===== src/rtl/pvi_pkg.sv =====
// Constants shared by the prioritized vectored interrupt unit
package pvi_pkg;

  // Register addresses on the special function register port
  localparam logic [7:0] ADDR_SPI_SEL   = 8'ha6;
  localparam logic [7:0] ADDR_EN_PRI    = 8'ha8;
  localparam logic [7:0] ADDR_PRIO_LO   = 8'ha9;
  localparam logic [7:0] ADDR_EN_SEC    = 8'hb8;
  localparam logic [7:0] ADDR_PRIO_HI   = 8'hb9;
  localparam logic [7:0] ADDR_REQ_FLAGS = 8'hc0;

  // Values after reset
  localparam logic [7:0] RST_SPI_SEL   = 8'h01;
  localparam logic [7:0] RST_EN_PRI    = 8'h00;
  localparam logic [7:0] RST_PRIO      = 8'h00;
  localparam logic [7:0] RST_EN_SEC    = 8'h00;
  localparam logic [7:0] RST_REQ_FLAGS = 8'h00;

  // Writable bits of each register; the rest read as zero
  localparam logic [7:0] MASK_SPI_SEL = 8'h03;
  localparam logic [7:0] MASK_EN_PRI  = 8'hbf;
  localparam logic [7:0] MASK_PRIO    = 8'h3f;
  localparam logic [7:0] MASK_EN_SEC  = 8'hbf;

  // Field positions
  localparam int BIT_GLOBAL_EN  = 7;
  localparam int BIT_SPI_MASTER = 1;
  localparam int BIT_SPI_SLAVE  = 0;
  localparam int FLG_T2_EXT     = 7;
  localparam int FLG_T2_OVF     = 6;
  localparam int FLG_WAKE       = 5;
  localparam int FLG_USB        = 4;
  localparam int FLG_USB_RESUME = 3;
  localparam int FLG_SPI_DONE   = 2;
  localparam int FLG_RADIO      = 1;
  localparam int FLG_RADIO_SPI  = 0;

  // Arbitration slots, in ascending vector order
  localparam int NUM_SRC        = 12;
  localparam int NUM_GRP        = 6;
  localparam int NUM_LVL        = 4;
  localparam logic [3:0] SRC_PIN3       = 4'h0;
  localparam logic [3:0] SRC_TIMER0     = 4'h1;
  localparam logic [3:0] SRC_CIPHER     = 4'h2;
  localparam logic [3:0] SRC_TIMER1     = 4'h3;
  localparam logic [3:0] SRC_SERIAL     = 4'h4;
  localparam logic [3:0] SRC_TIMER2     = 4'h5;
  localparam logic [3:0] SRC_RADIO_SPI  = 4'h6;
  localparam logic [3:0] SRC_RADIO      = 4'h7;
  localparam logic [3:0] SRC_SPI_DONE   = 4'h8;
  localparam logic [3:0] SRC_USB_RESUME = 4'h9;
  localparam logic [3:0] SRC_USB        = 4'ha;
  localparam logic [3:0] SRC_WAKE       = 4'hb;

  // Vector address of each slot
  localparam logic [15:0] VEC_TAB [NUM_SRC] = '{
    16'h0003, 16'h000b, 16'h0013, 16'h001b, 16'h0023, 16'h002b,
    16'h0043, 16'h004b, 16'h0053, 16'h005b, 16'h0063, 16'h006b
  };

endpackage


===== src/rtl/pvi_irq_unit.sv =====
// Prioritized vectored interrupt unit: registers, sensing, arbitration, vectoring
`timescale 1ns/1ps

module pvi_irq_unit
  import pvi_pkg::*;
(
  // Clock and reset
  input  wire logic        mclk,
  input  wire logic        rst_b,
  // Register port
  input  wire logic [7:0]  sfrAddr,
  input  wire logic        sfrWrEn,
  input  wire logic [7:0]  sfrWrData,
  input  wire logic        sfrRdEn,
  output logic      [7:0]  sfrRdData,
  output logic             sfrHit,
  // Sense mode of the two active-low sources (1: falling edge, 0: low level)
  input  wire logic        pin3EdgeSel,
  input  wire logic        cipherEdgeSel,
  // Request sources
  input  wire logic        port0_pin3,
  input  wire logic        timer0_overflow_req,
  input  wire logic        cipher_ready_req,
  input  wire logic        timer1_overflow_req,
  input  wire logic        serial_receive_req,
  input  wire logic        serial_transmit_req,
  input  wire logic        timer2_overflow_req,
  input  wire logic        timer2_external_event_req,
  input  wire logic        radio_spi_ready_req,
  input  wire logic        radio_event_req,
  input  wire logic        spi_master_complete_req,
  input  wire logic        spi_slave_complete_req,
  input  wire logic        usb_resume_req,
  input  wire logic        usb_event_req,
  input  wire logic        internal_wakeup_req,
  // Core side
  output logic             irqReq,
  output logic      [15:0] irqVector,
  input  wire logic        irqAck,
  input  wire logic        irqRetAck
);

  // Register state
  logic [7:0]  spiSelFf, enPriFf, prioLoFf, enSecFf, prioHiFf, flagsFf;
  logic [7:0]  rdDataFf;
  logic [7:0]  prevFf;
  logic        pin3FlagFf, cipherFlagFf;
  logic [3:0]  inServiceFf;
  logic        reqFf;
  logic [3:0]  idxFf;
  logic [1:0]  lvlFf;
  logic [15:0] vecFf;

  // Address decode
  wire wrSpiSel = sfrWrEn && (sfrAddr == ADDR_SPI_SEL);
  wire wrEnPri  = sfrWrEn && (sfrAddr == ADDR_EN_PRI);
  wire wrPrioLo = sfrWrEn && (sfrAddr == ADDR_PRIO_LO);
  wire wrEnSec  = sfrWrEn && (sfrAddr == ADDR_EN_SEC);
  wire wrPrioHi = sfrWrEn && (sfrAddr == ADDR_PRIO_HI);
  wire wrFlags  = sfrWrEn && (sfrAddr == ADDR_REQ_FLAGS);
  assign sfrHit = (sfrAddr == ADDR_SPI_SEL) || (sfrAddr == ADDR_EN_PRI) ||
                  (sfrAddr == ADDR_PRIO_LO) || (sfrAddr == ADDR_EN_SEC) ||
                  (sfrAddr == ADDR_PRIO_HI) || (sfrAddr == ADDR_REQ_FLAGS);

  // Read mux; unmapped addresses read as zero
  logic [7:0] rdMux;
  always_comb begin
    case (sfrAddr)
      ADDR_SPI_SEL:   rdMux = spiSelFf;
      ADDR_EN_PRI:    rdMux = enPriFf;
      ADDR_PRIO_LO:   rdMux = prioLoFf;
      ADDR_EN_SEC:    rdMux = enSecFf;
      ADDR_PRIO_HI:   rdMux = prioHiFf;
      ADDR_REQ_FLAGS: rdMux = flagsFf;
      default:        rdMux = 8'h00;
    endcase
  end

  // Edge detection on the previous sample of each edge-sensed input
  wire [7:0] curIn = {internal_wakeup_req, usb_event_req, usb_resume_req,
                      spi_slave_complete_req, spi_master_complete_req,
                      radio_event_req, cipher_ready_req, port0_pin3};
  wire pin3Fall   = prevFf[0] && !port0_pin3;
  wire cipherFall = prevFf[1] && !cipher_ready_req;
  wire radioEdge  = prevFf[2] ^ radio_event_req;
  wire masterEdge = prevFf[3] ^ spi_master_complete_req;
  wire slaveEdge  = prevFf[4] ^ spi_slave_complete_req;
  wire usbResRise = !prevFf[5] && usb_resume_req;
  wire usbRise    = !prevFf[6] && usb_event_req;
  wire wakeRise   = !prevFf[7] && internal_wakeup_req;

  // Flag set events; enables play no part here, so wakeups always mark
  logic [7:0] flagSet;
  assign flagSet[FLG_T2_EXT]     = timer2_external_event_req;
  assign flagSet[FLG_T2_OVF]     = timer2_overflow_req;
  assign flagSet[FLG_WAKE]       = wakeRise;
  assign flagSet[FLG_USB]        = usbRise;
  assign flagSet[FLG_USB_RESUME] = usbResRise;
  assign flagSet[FLG_SPI_DONE]   = (masterEdge && spiSelFf[BIT_SPI_MASTER]) ||
                                   (slaveEdge && spiSelFf[BIT_SPI_SLAVE]);
  assign flagSet[FLG_RADIO]      = radioEdge;
  assign flagSet[FLG_RADIO_SPI]  = radio_spi_ready_req;

  // A vectoring acknowledge counts only while a request stands
  wire ackTaken = irqAck && reqFf;

  // Hardware clear on vectoring for the four auto-clear flags only
  logic [7:0] autoClr;
  assign autoClr = {2'b00,
                    ackTaken && (idxFf == SRC_WAKE),
                    ackTaken && (idxFf == SRC_USB),
                    ackTaken && (idxFf == SRC_USB_RESUME),
                    1'b0,
                    ackTaken && (idxFf == SRC_RADIO),
                    1'b0};

  // Set wins over both the software write and the auto clear
  wire [7:0] nxt_flags = (wrFlags ? sfrWrData : (flagsFf & ~autoClr)) | flagSet;

  // Internal edge latches of the active-low sources, cleared on vectoring
  wire nxt_pin3Flag   = (pin3EdgeSel && pin3Fall) ||
                        (pin3FlagFf && !(ackTaken && idxFf == SRC_PIN3));
  wire nxt_cipherFlag = (cipherEdgeSel && cipherFall) ||
                        (cipherFlagFf && !(ackTaken && idxFf == SRC_CIPHER));

  // Pending and enable per arbitration slot
  logic [NUM_SRC-1:0] srcPend, srcEn;
  assign srcPend[SRC_PIN3]   = pin3EdgeSel ? pin3FlagFf : !port0_pin3;
  assign srcPend[SRC_TIMER0] = timer0_overflow_req;
  assign srcPend[SRC_CIPHER] = cipherEdgeSel ? cipherFlagFf : !cipher_ready_req;
  assign srcPend[SRC_TIMER1] = timer1_overflow_req;
  assign srcPend[SRC_SERIAL] = serial_receive_req || serial_transmit_req;
  assign srcPend[SRC_TIMER2] = (flagsFf[FLG_T2_OVF] && enPriFf[5]) ||
                               (flagsFf[FLG_T2_EXT] && enSecFf[7]);
  assign srcPend[SRC_RADIO_SPI]  = flagsFf[FLG_RADIO_SPI];
  assign srcPend[SRC_RADIO]      = flagsFf[FLG_RADIO];
  assign srcPend[SRC_SPI_DONE]   = flagsFf[FLG_SPI_DONE];
  assign srcPend[SRC_USB_RESUME] = flagsFf[FLG_USB_RESUME];
  assign srcPend[SRC_USB]        = flagsFf[FLG_USB];
  assign srcPend[SRC_WAKE]       = flagsFf[FLG_WAKE];
  assign srcEn = {enSecFf[5], enSecFf[4], enSecFf[3], enSecFf[2], enSecFf[1],
                  enSecFf[0], 1'b1, enPriFf[4], enPriFf[3], enPriFf[2],
                  enPriFf[1], enPriFf[0]};

  // Level of each slot: group is slot modulo six, high bit from the high register
  logic [1:0] srcLevel [NUM_SRC];
  for (genvar i = 0; i < NUM_SRC; i++) begin : g_lvl
    localparam int GRP = i % NUM_GRP;
    assign srcLevel[i] = {prioHiFf[GRP], prioLoFf[GRP]};
  end

  // Highest level wins; descending scan with >= leaves the lowest vector on ties
  logic       winValid;
  logic [3:0] winIdx;
  logic [1:0] winLvl;
  always_comb begin
    winValid = 1'b0;
    winIdx   = 4'h0;
    winLvl   = 2'b00;
    for (int k = NUM_SRC - 1; k >= 0; k--) begin
      if (srcPend[k] && srcEn[k] && (!winValid || srcLevel[k] >= winLvl)) begin
        winValid = 1'b1;
        winIdx   = 4'(k);
        winLvl   = srcLevel[k];
      end
    end
  end

  // Highest level now in service
  wire       topValid = |inServiceFf;
  wire [1:0] topLvl   = inServiceFf[3] ? 2'd3 : inServiceFf[2] ? 2'd2 :
                        inServiceFf[1] ? 2'd1 : 2'd0;
  wire [3:0] topOneHot = topValid ? (4'h1 << topLvl) : 4'h0;

  // Offer a request only above the running level; drop it in the ack cycle
  wire take = enPriFf[BIT_GLOBAL_EN] && winValid &&
              (!topValid || winLvl > topLvl) && !ackTaken;

  // Return ends the top routine before a same-cycle ack opens the next one
  wire [3:0] nxt_inService = (inServiceFf & ~(irqRetAck ? topOneHot : 4'h0)) |
                             (ackTaken ? (4'h1 << lvlFf) : 4'h0);

  // Configuration registers
  always_ff @(posedge mclk) begin
    if (!rst_b) begin
      spiSelFf <= RST_SPI_SEL;
      enPriFf  <= RST_EN_PRI;
      prioLoFf <= RST_PRIO;
      enSecFf  <= RST_EN_SEC;
      prioHiFf <= RST_PRIO;
    end else begin
      if (wrSpiSel) spiSelFf <= sfrWrData & MASK_SPI_SEL;
      if (wrEnPri)  enPriFf  <= sfrWrData & MASK_EN_PRI;
      if (wrPrioLo) prioLoFf <= sfrWrData & MASK_PRIO;
      if (wrEnSec)  enSecFf  <= sfrWrData & MASK_EN_SEC;
      if (wrPrioHi) prioHiFf <= sfrWrData & MASK_PRIO;
    end
  end

  // Flags, edge history and read data
  always_ff @(posedge mclk) begin
    if (!rst_b) begin
      flagsFf      <= RST_REQ_FLAGS;
      prevFf       <= 8'h03;      // Active-low inputs idle high, so no false fall
      pin3FlagFf   <= 1'b0;
      cipherFlagFf <= 1'b0;
      rdDataFf     <= 8'h00;
    end else begin
      flagsFf      <= nxt_flags;
      prevFf       <= curIn;
      pin3FlagFf   <= nxt_pin3Flag;
      cipherFlagFf <= nxt_cipherFlag;
      if (sfrRdEn) rdDataFf <= rdMux;
    end
  end

  // Arbitration result and service nesting
  always_ff @(posedge mclk) begin
    if (!rst_b) begin
      reqFf       <= 1'b0;
      idxFf       <= 4'h0;
      lvlFf       <= 2'b00;
      vecFf       <= 16'h0000;
      inServiceFf <= 4'h0;
    end else begin
      reqFf       <= take;
      idxFf       <= winIdx;
      lvlFf       <= winLvl;
      vecFf       <= VEC_TAB[winIdx];
      inServiceFf <= nxt_inService;
    end
  end

  assign sfrRdData = rdDataFf;
  assign irqReq    = reqFf;
  assign irqVector = vecFf;

  wire [2:0] winGrp = (winIdx >= 4'd6) ? 3'(winIdx - 4'd6) : 3'(winIdx);
  wire [1:0] winLvlRaw = {prioHiFf[winGrp], prioLoFf[winGrp]};
endmodule


===== config.mk =====
export PLATFORM = sky130hd
export DESIGN_NAME = pvi_irq_unit
export DESIGN_NICKNAME = d
export VERILOG_FILES = /design/src/rtl/pvi_pkg.sv /design/src/rtl/pvi_irq_unit.sv
export SDC_FILE = /design/constraint.sdc
export NUM_CORES = 1
export LEC_CHECK = 0
export BUFFER_PORTS_ARGS = -buffer_cell sky130_fd_sc_hd__buf_2
export CAP_MARGIN = 20
export CORE_MARGIN = 4
export CORE_UTILIZATION = 60
export DETAILED_ROUTE_END_ITERATION = 8
export PLACE_DENSITY = 0.9
export SKIP_LAST_GASP = 1
export SYNTH_ARGS = -nofsm -noshare
export SYNTH_HDL_FRONTEND = slang
export SYNTH_SLANG_ARGS = --single-unit
export TNS_END_PERCENT = 20

===== constraint.sdc =====
create_clock -name mclk -period 28.8 [get_ports mclk]
set_clock_uncertainty 0.15 [all_clocks]
set_input_delay 2.88 -clock mclk [delete_from_list [all_inputs] [get_ports mclk]]
set_output_delay 2.88 -clock mclk [all_outputs]
set_load 0.01 [all_outputs]

# Word level (Yosys, flattened, before mapping)
# Memory sizes are Yosys's and may differ from the RTL's. A register that Yosys moved wholly into a read port is not among the register bits.
# Index checks and enable logic that the tools add are counted.
[op_classes] shifts=2 eq_ne=11 mux=46 bitwise=10 n_reduce_logical=96 n_lt_le_gt_ge=12
[op_table] cell="2-to-1 mux 4 bit" count=15
[op_table] cell="logical AND 1 bit" count=51
[op_table] cell="== test 8 bit (second input constant)" count=6
[op_table] cell="one-hot mux 8 bit (6 select lines)" count=1
[op_table] cell="2-to-1 mux 2 bit" count=14
[op_table] cell=">= comparator 2 bit" count=11
[op_table] cell="logical OR 1 bit" count=22
[op_table] cell="zero test 1 bit" count=21
[op_table] cell="2-to-1 mux 1 bit" count=15
[op_table] cell="== test 4 bit (second input constant)" count=3
[op_table] cell="AND 8 bit" count=1
[op_table] cell="2-to-1 mux 8 bit" count=1
[op_table] cell="NOT 6 -> 8 bit" count=1
[op_table] cell="bitwise OR 8 bit" count=1
[op_table] cell="<< shifter 1 x 2 -> 4 bit (first input constant)" count=2
[op_table] cell="NOT 4 -> 5 bit" count=1
[op_table] cell="AND 4 bit" count=1
[op_table] cell="== test 4 x 2 -> 1 bit (second input constant)" count=1
[op_table] cell="== test 4 x 3 -> 1 bit (second input constant)" count=1
[op_table] cell="zero test 4 bit" count=1
[op_table] cell="NOT 4 bit" count=1
[op_table] cell="bitwise OR 4 bit" count=1
[op_table] cell="OR reduction 4 bit" count=1
[op_table] cell="bitwise XOR 1 bit" count=3
[op_table] cell="greater-than comparator 2 bit" count=1
[word_totals] output_inout_bits=26 register_bits=65 romBits=256 memories=1 wordCells=192
[mem_list] name="(name not given)" words=16 word_bits=16 read_ports=1 rd_ports_with_merged_regs=1 wr=0 line_no="pvi_irq_unit.sv:229" source="vecFf <= VEC_TAB[winIdx];"

# Logic depth before layout (Yosys ltp)
[depth] depth_word=50 ltp_mapped=75 mapped_depth_nobuf=74

# Least setup slack after synthesis
# No wires, ideal clock.
[synth_path] kind="register to register" from="register prioHiFf[5]" to="register reqFf, in the netlist irqReq" stages_incl_launch_ff=71 setup_ns=0.074 path_slack_ns=15.062 arrival_time_ns=13.514 cell_sequence="dfxtp_1 -> clkbuf_1 -> nand3_1 -> ha_1 -> or3b_1 -> a21oi_1 -> o2bb2ai_1 -> ha_1 -> nand2b_1 -> a211oi_1 -> nor2_1 -> nor2_1 -> a21oi_1 -> ha_1 -> nand2b_1 -> a211o_1 -> and2b_4 -> a211o_1 -> (+35 left out) -> nand2_1 -> ha_1 -> nand2b_1 -> o311ai_0 -> a21oi_1 -> a21oi_1 -> a22oi_1 -> ha_1 -> nand2b_1 -> a21oi_1 -> a21o_1 -> nor2_1 -> a31oi_1 -> o21ai_0 -> ha_1 -> a21oi_1 -> o2111ai_1 -> a31oi_1"
[synth_between] elab_chain_cells=49 elab_cells_between_ends=71 cone_classes="order compare: 12; mux: 23; reduce/logical: 36"
[synth_lines] element="from (decl)" line_no="pvi_irq_unit.sv:44" source="logic [7:0] spiSelFf, enPriFf, prioLoFf, enSecFf, prioHiFf, flagsFf;"
[synth_lines] element="from (signal assigned)" line_no="pvi_irq_unit.sv:196" source="if (wrPrioHi) prioHiFf <= sfrWrData & MASK_PRIO;"
[synth_lines] element="2-to-1 mux 2 bit" line_no="pvi_irq_unit.sv:161" source="if (srcPend[k] && srcEn[k] && (!winValid || srcLevel[k] >= winLvl)) begin"
[synth_lines] element=">= comparator 2 bit" line_no="pvi_irq_unit.sv:161"
[synth_lines] element="logical OR 1 bit" line_no="pvi_irq_unit.sv:161"
[synth_lines] element="logical AND 1 bit" line_no="pvi_irq_unit.sv:161"
[synth_lines] element="2-to-1 mux 2 bit or 2-to-1 mux 1 bit (tied branches)" line_no="pvi_irq_unit.sv:161"
[synth_lines] element=">= comparator 2 bit or zero test 1 bit (tied branches)" line_no="pvi_irq_unit.sv:161"
[synth_lines] element="logical OR 1 bit" line_no="pvi_irq_unit.sv:161"
[synth_lines] element="logical AND 1 bit" line_no="pvi_irq_unit.sv:161"
[synth_lines] element="(+33 left out)"
[synth_lines] element=">= comparator 2 bit or zero test 1 bit (tied branches)" line_no="pvi_irq_unit.sv:161"
[synth_lines] element="logical OR 1 bit" line_no="pvi_irq_unit.sv:161"
[synth_lines] element="logical AND 1 bit" line_no="pvi_irq_unit.sv:161"
[synth_lines] element="2-to-1 mux 2 bit" line_no="pvi_irq_unit.sv:161"
[synth_lines] element="greater-than comparator 2 bit" line_no="pvi_irq_unit.sv:177" source="(!topValid || winLvl > topLvl) && !ackTaken;"
[synth_lines] element="logical OR 1 bit" line_no="pvi_irq_unit.sv:177"
[synth_lines] element="logical AND 1 bit *" line_no="pvi_irq_unit.sv:176" source="wire take = enPriFf[BIT_GLOBAL_EN] && winValid &&"
[synth_lines] element="logical AND 1 bit *" line_no="pvi_irq_unit.sv:177"
[synth_lines] element="to (signal assigned)" line_no="pvi_irq_unit.sv:226" source="reqFf <= take;"
[synth_lines] element="to (decl)" line_no="pvi_irq_unit.sv:49" source="logic reqFf;"
# Mark *: on every way between the ends. The rest lies on a longest branch, timed or not.
# A chain may end at the register's enable or synchronous reset.

# Final worst setup path
[layout_path] from="register flagsFf[5]" to="register reqFf, in the netlist irqReq"
[layout_between] elab_chain_cells=50 elab_cells_between_ends=74 cone_classes="order compare: 12; mux: 24; reduce/logical: 38"
[layout_lines] element="from (decl)" line_no="pvi_irq_unit.sv:44"
[layout_lines] element="from (signal assigned)" line_no="pvi_irq_unit.sv:209" source="flagsFf <= nxt_flags;"
[layout_lines] element="logical AND 1 bit *" line_no="pvi_irq_unit.sv:161"
[layout_lines] element="2-to-1 mux 2 bit or 2-to-1 mux 1 bit (tied branches)" line_no="pvi_irq_unit.sv:161"
[layout_lines] element=">= comparator 2 bit or zero test 1 bit (tied branches)" line_no="pvi_irq_unit.sv:161"
[layout_lines] element="logical OR 1 bit" line_no="pvi_irq_unit.sv:161"
[layout_lines] element="logical AND 1 bit" line_no="pvi_irq_unit.sv:161"
[layout_lines] element="2-to-1 mux 2 bit or 2-to-1 mux 1 bit (tied branches)" line_no="pvi_irq_unit.sv:161"
[layout_lines] element=">= comparator 2 bit or zero test 1 bit (tied branches)" line_no="pvi_irq_unit.sv:161"
[layout_lines] element="logical OR 1 bit" line_no="pvi_irq_unit.sv:161"
[layout_lines] element="(+34 left out)"
[layout_lines] element=">= comparator 2 bit or zero test 1 bit (tied branches)" line_no="pvi_irq_unit.sv:161"
[layout_lines] element="logical OR 1 bit" line_no="pvi_irq_unit.sv:161"
[layout_lines] element="logical AND 1 bit" line_no="pvi_irq_unit.sv:161"
[layout_lines] element="2-to-1 mux 2 bit" line_no="pvi_irq_unit.sv:161"
[layout_lines] element="greater-than comparator 2 bit" line_no="pvi_irq_unit.sv:177"
[layout_lines] element="logical OR 1 bit" line_no="pvi_irq_unit.sv:177"
[layout_lines] element="logical AND 1 bit *" line_no="pvi_irq_unit.sv:176"
[layout_lines] element="logical AND 1 bit *" line_no="pvi_irq_unit.sv:177"
# Marked as above.

==> reports/qor.yml <==
status: "completed"
rsz0062_at_grt: "no"
p_sw_share_pct: 23.2
io_pins: 65
leakagePower_nw: 1.94
fp.dieW_um: 90.0
post-route-util_pct: 70.4
instances_no_fill: 633
required_ns: 28.93
clk_latency_ns: 0.35
synth-simple-area-share_pct: 24.0
synth_compound_gate_area_share_pct: 24.3
gp_congestion: 0.934
avgRoutedWirePerCell_um: 18.5
routed_wl_mm: 11.7
max_stage_delay_ns: 0.53
track_usage_pct: 29.0
cts_tree: "yes"
cts_buffers: 9
cts-root-buf: "clkbuf_8"
arrival_ns: 15.49
p_seq_share_pct: 49.0
end_kind: "flip-flop"
firstDrtPassIters: 6
r2r_slack_ns: 13.44
hpwl_mm: 8.66
clkSlewWorstSetupHoldPaths_ns: 0.08
power.share.combinational_pct: 6.3
synthFlopType: "dfxtp_1"
p_switching_w: 0.0000473
cts_resized: 0
ctsHtreeMaxLevel: 3
overflow: 0
synth_edf_count: 0
intPower_w: 0.000156
synth_cell_types: 66
grt_max_degree: 26
relSlewSlack_pct: 36.8
final_area_um2: 4540
irDropWorstVdd_uv: 45.1
synth.ff_latch_count: 69
grt_pass1_vias: 4001
netlist_area_um2: 4040
synth-async-reset-ratio_pct: 0
port_buffers: 54
post_synth.cell_area_avg_um2: 7.98
synth-xor-area-share_pct: 0.651
postCtsSetupBuffers: 0
dieHeight_um: 90.0
drive_above_1_share_pct: 15.5
dpl_cell_area_um2: 4310
path_class: "reg -> reg"
clock_power_share_pct: 44.7
fmax_mhz: 65.1
path_max_fanout: 7
worst_setup_path_start_kind: "flip-flop"
coreArea_um2: 6460
num_rows: 29
yosysSeqAreaShare_pct: 34.2
synthAdderAreaFrac_pct: 6.13
ys_warn_count: 0
die-area_um2: 8110
num-nets-final: 609
routed_via_density: 6.56
start_util_pct: 62.5
drt_iter0_drc: 347
antenna_cells: 0
grt_pass1_wl_mm: 19.3
hold_path.class: "reg -> reg"
antenna_found_initial: 0
placed_cells: 617
tightest_slew_ns: 0.941
drc_errors: 0
area_growth_pct: 12.5
cts_buffer_depth: 2
final_max_slew_viol_count: 0
hold_violations: 0
cp_slowest_cell: "dfxtp_1"
synth_mux_area_share_pct: 4.99
layout_min_cycle_time_ns: 15.36
clock-sinks: 69
power_density_nw_per_um2: 44.8
setup_viol: 0
final_antenna_net_count: 0
drv_cap: 0
vias: 4153
holdBufCountCts: 0
syn_inst: 506
fillers: 506
synth_top_family_by_area: "compound AO/OA/AOI/OAI gates"
fin_setup_tns_ns: 0
fin_crit_sh_pct: 53.3
worst paths after layout:
| kind | start | endpoint | depth (start not counted) |
|---|---|---|---|
| worst max-delay path | flagsFf[5] | irqReq | 71 |
| worst min-delay path | prevFf[0] | pin3FlagFf | 2 |
| worst max register to register | flagsFf[5] | irqReq | 71 |
| worst min register to register | prevFf[0] | pin3FlagFf | 2 |
flip-flops by register name, indices dropped and copies added, names as in the netlist:
name          flops
flagsFf           8
prevFf            8
sfrRdData         8
enPriFf           7
enSecFf           7
prioHiFf          6
prioLoFf          6
idxFf             4
inServiceFf       4
irqVector         4
lvlFf             2
spiSelFf          2
cipherFlagFf      1
irqReq            1
pin3FlagFf        1
worst max-delay path, delay by kind of cell (launching register included):
kind | cells | cell delay [ns]
AND/OR/NAND/NOR | 22 | 3.54
multiplexers | 1 | 0.40
flip-flops | 1 | 0.53
buffers and inverters | 1 | 0.05
adder cells (fa/ha/maj) | 13 | 3.52
AO/OA/AOI/OAI | 34 | 7.08
cells by family after synthesis:
kind of cell / count (synthesis)
DFF: 69
other: 1
buffers and inverters: 48
muxes: 20
adders and majority gates: 20
and+or+nand+nor: 198
AOI/OAI and AO/OA: 147
xor gates and xnor gates: 3
power groups by stage:
stage	Clock, W	Sequential, W	Combinational [W]
finish	0.0000911	0.0000998	0.0000128
global route	0.0000961	0.000100	0.0000140
CTS	0.0000917	0.0000997	0.0000126
detailed placement	0	0.000102	0.0000124
global placement	0	0.000102	0.0000115
floorplan	0	0.000101	0.00000729
metrics by stage:
stage	setup slack, ns	power [W]	hold slack (ns)
global placement	14.27	0.000113	0.285
floorplan	15.06	0.000109	0.278
finish	13.44	0.000204	0.316
CTS	13.64	0.000204	0.317
detailed placement	13.67	0.000114	0.301
global route	12.41	0.000210	0.355
final cells by class:
class	count	area (um^2)	share of cell area [%]
Inverter	17	63.8	1.40
Clock buffer	11	151	3.33
Timing Repair Buffer	56	305	6.72
Tap cell	77	96.3	2.12
Sequential cell	69	1380	30.4
Clock inverter	5	81.3	1.79
Multi-Input combinational cell	398	2460	54.2
placed cells by master, fill, tap and decap left out, types with 4 or more instances in the layout:
master	synthesis	layout
a211o_1	4	4
a21o_1	5	5
a21oi_1	45	45
a221oi_1	7	7
a22oi_1	7	7
a31oi_1	13	13
and2_1	11	11
and3_1	4	4
buf_2	1	54
clkbuf_8	0	11
conb_1	1	10
dfxtp_1	69	69
ha_1	19	19
inv_1	17	17
mux2i_1	19	19
nand2_1	76	76
nand2b_1	14	14
nand3_1	22	22
nand4_1	4	4
nor2_1	33	33
nor2b_1	4	4
nor3_1	7	7
o21ai_0	29	29
o311ai_0	4	4
cells in the mapped netlist (11+ instances only):
library cell  number  share of area, %
a31oi_1           13               2.0
dfxtp_1           69                34
buf_4             12               2.2
a21oi_1           45               5.6
and2_1            11               1.7
mux2i_1           19               4.7
ha_1              19               5.9
o21ai_0           29               3.6
nor2_1            33               3.1
nand2_1           76               7.1
clkbuf_1          18               1.7
nand3_1           22               2.7
nand2b_1          14               2.2
inv_1             17               1.6
per-layer routing:
| metal | share of wire, % | track usage, % | wire length [um] |
|---|---|---|---|
| met4 | 4.3 | 13.6 | 503 |
| met5 | 0 | 0 | 0 |
| met2 | 47 | 48.4 | 5500 |
| met1 | 40 | 35.7 | 4710 |
| met3 | 8.5 | 5.93 | 992 |
No activity file was read; power rests on OpenSTA's default activity.
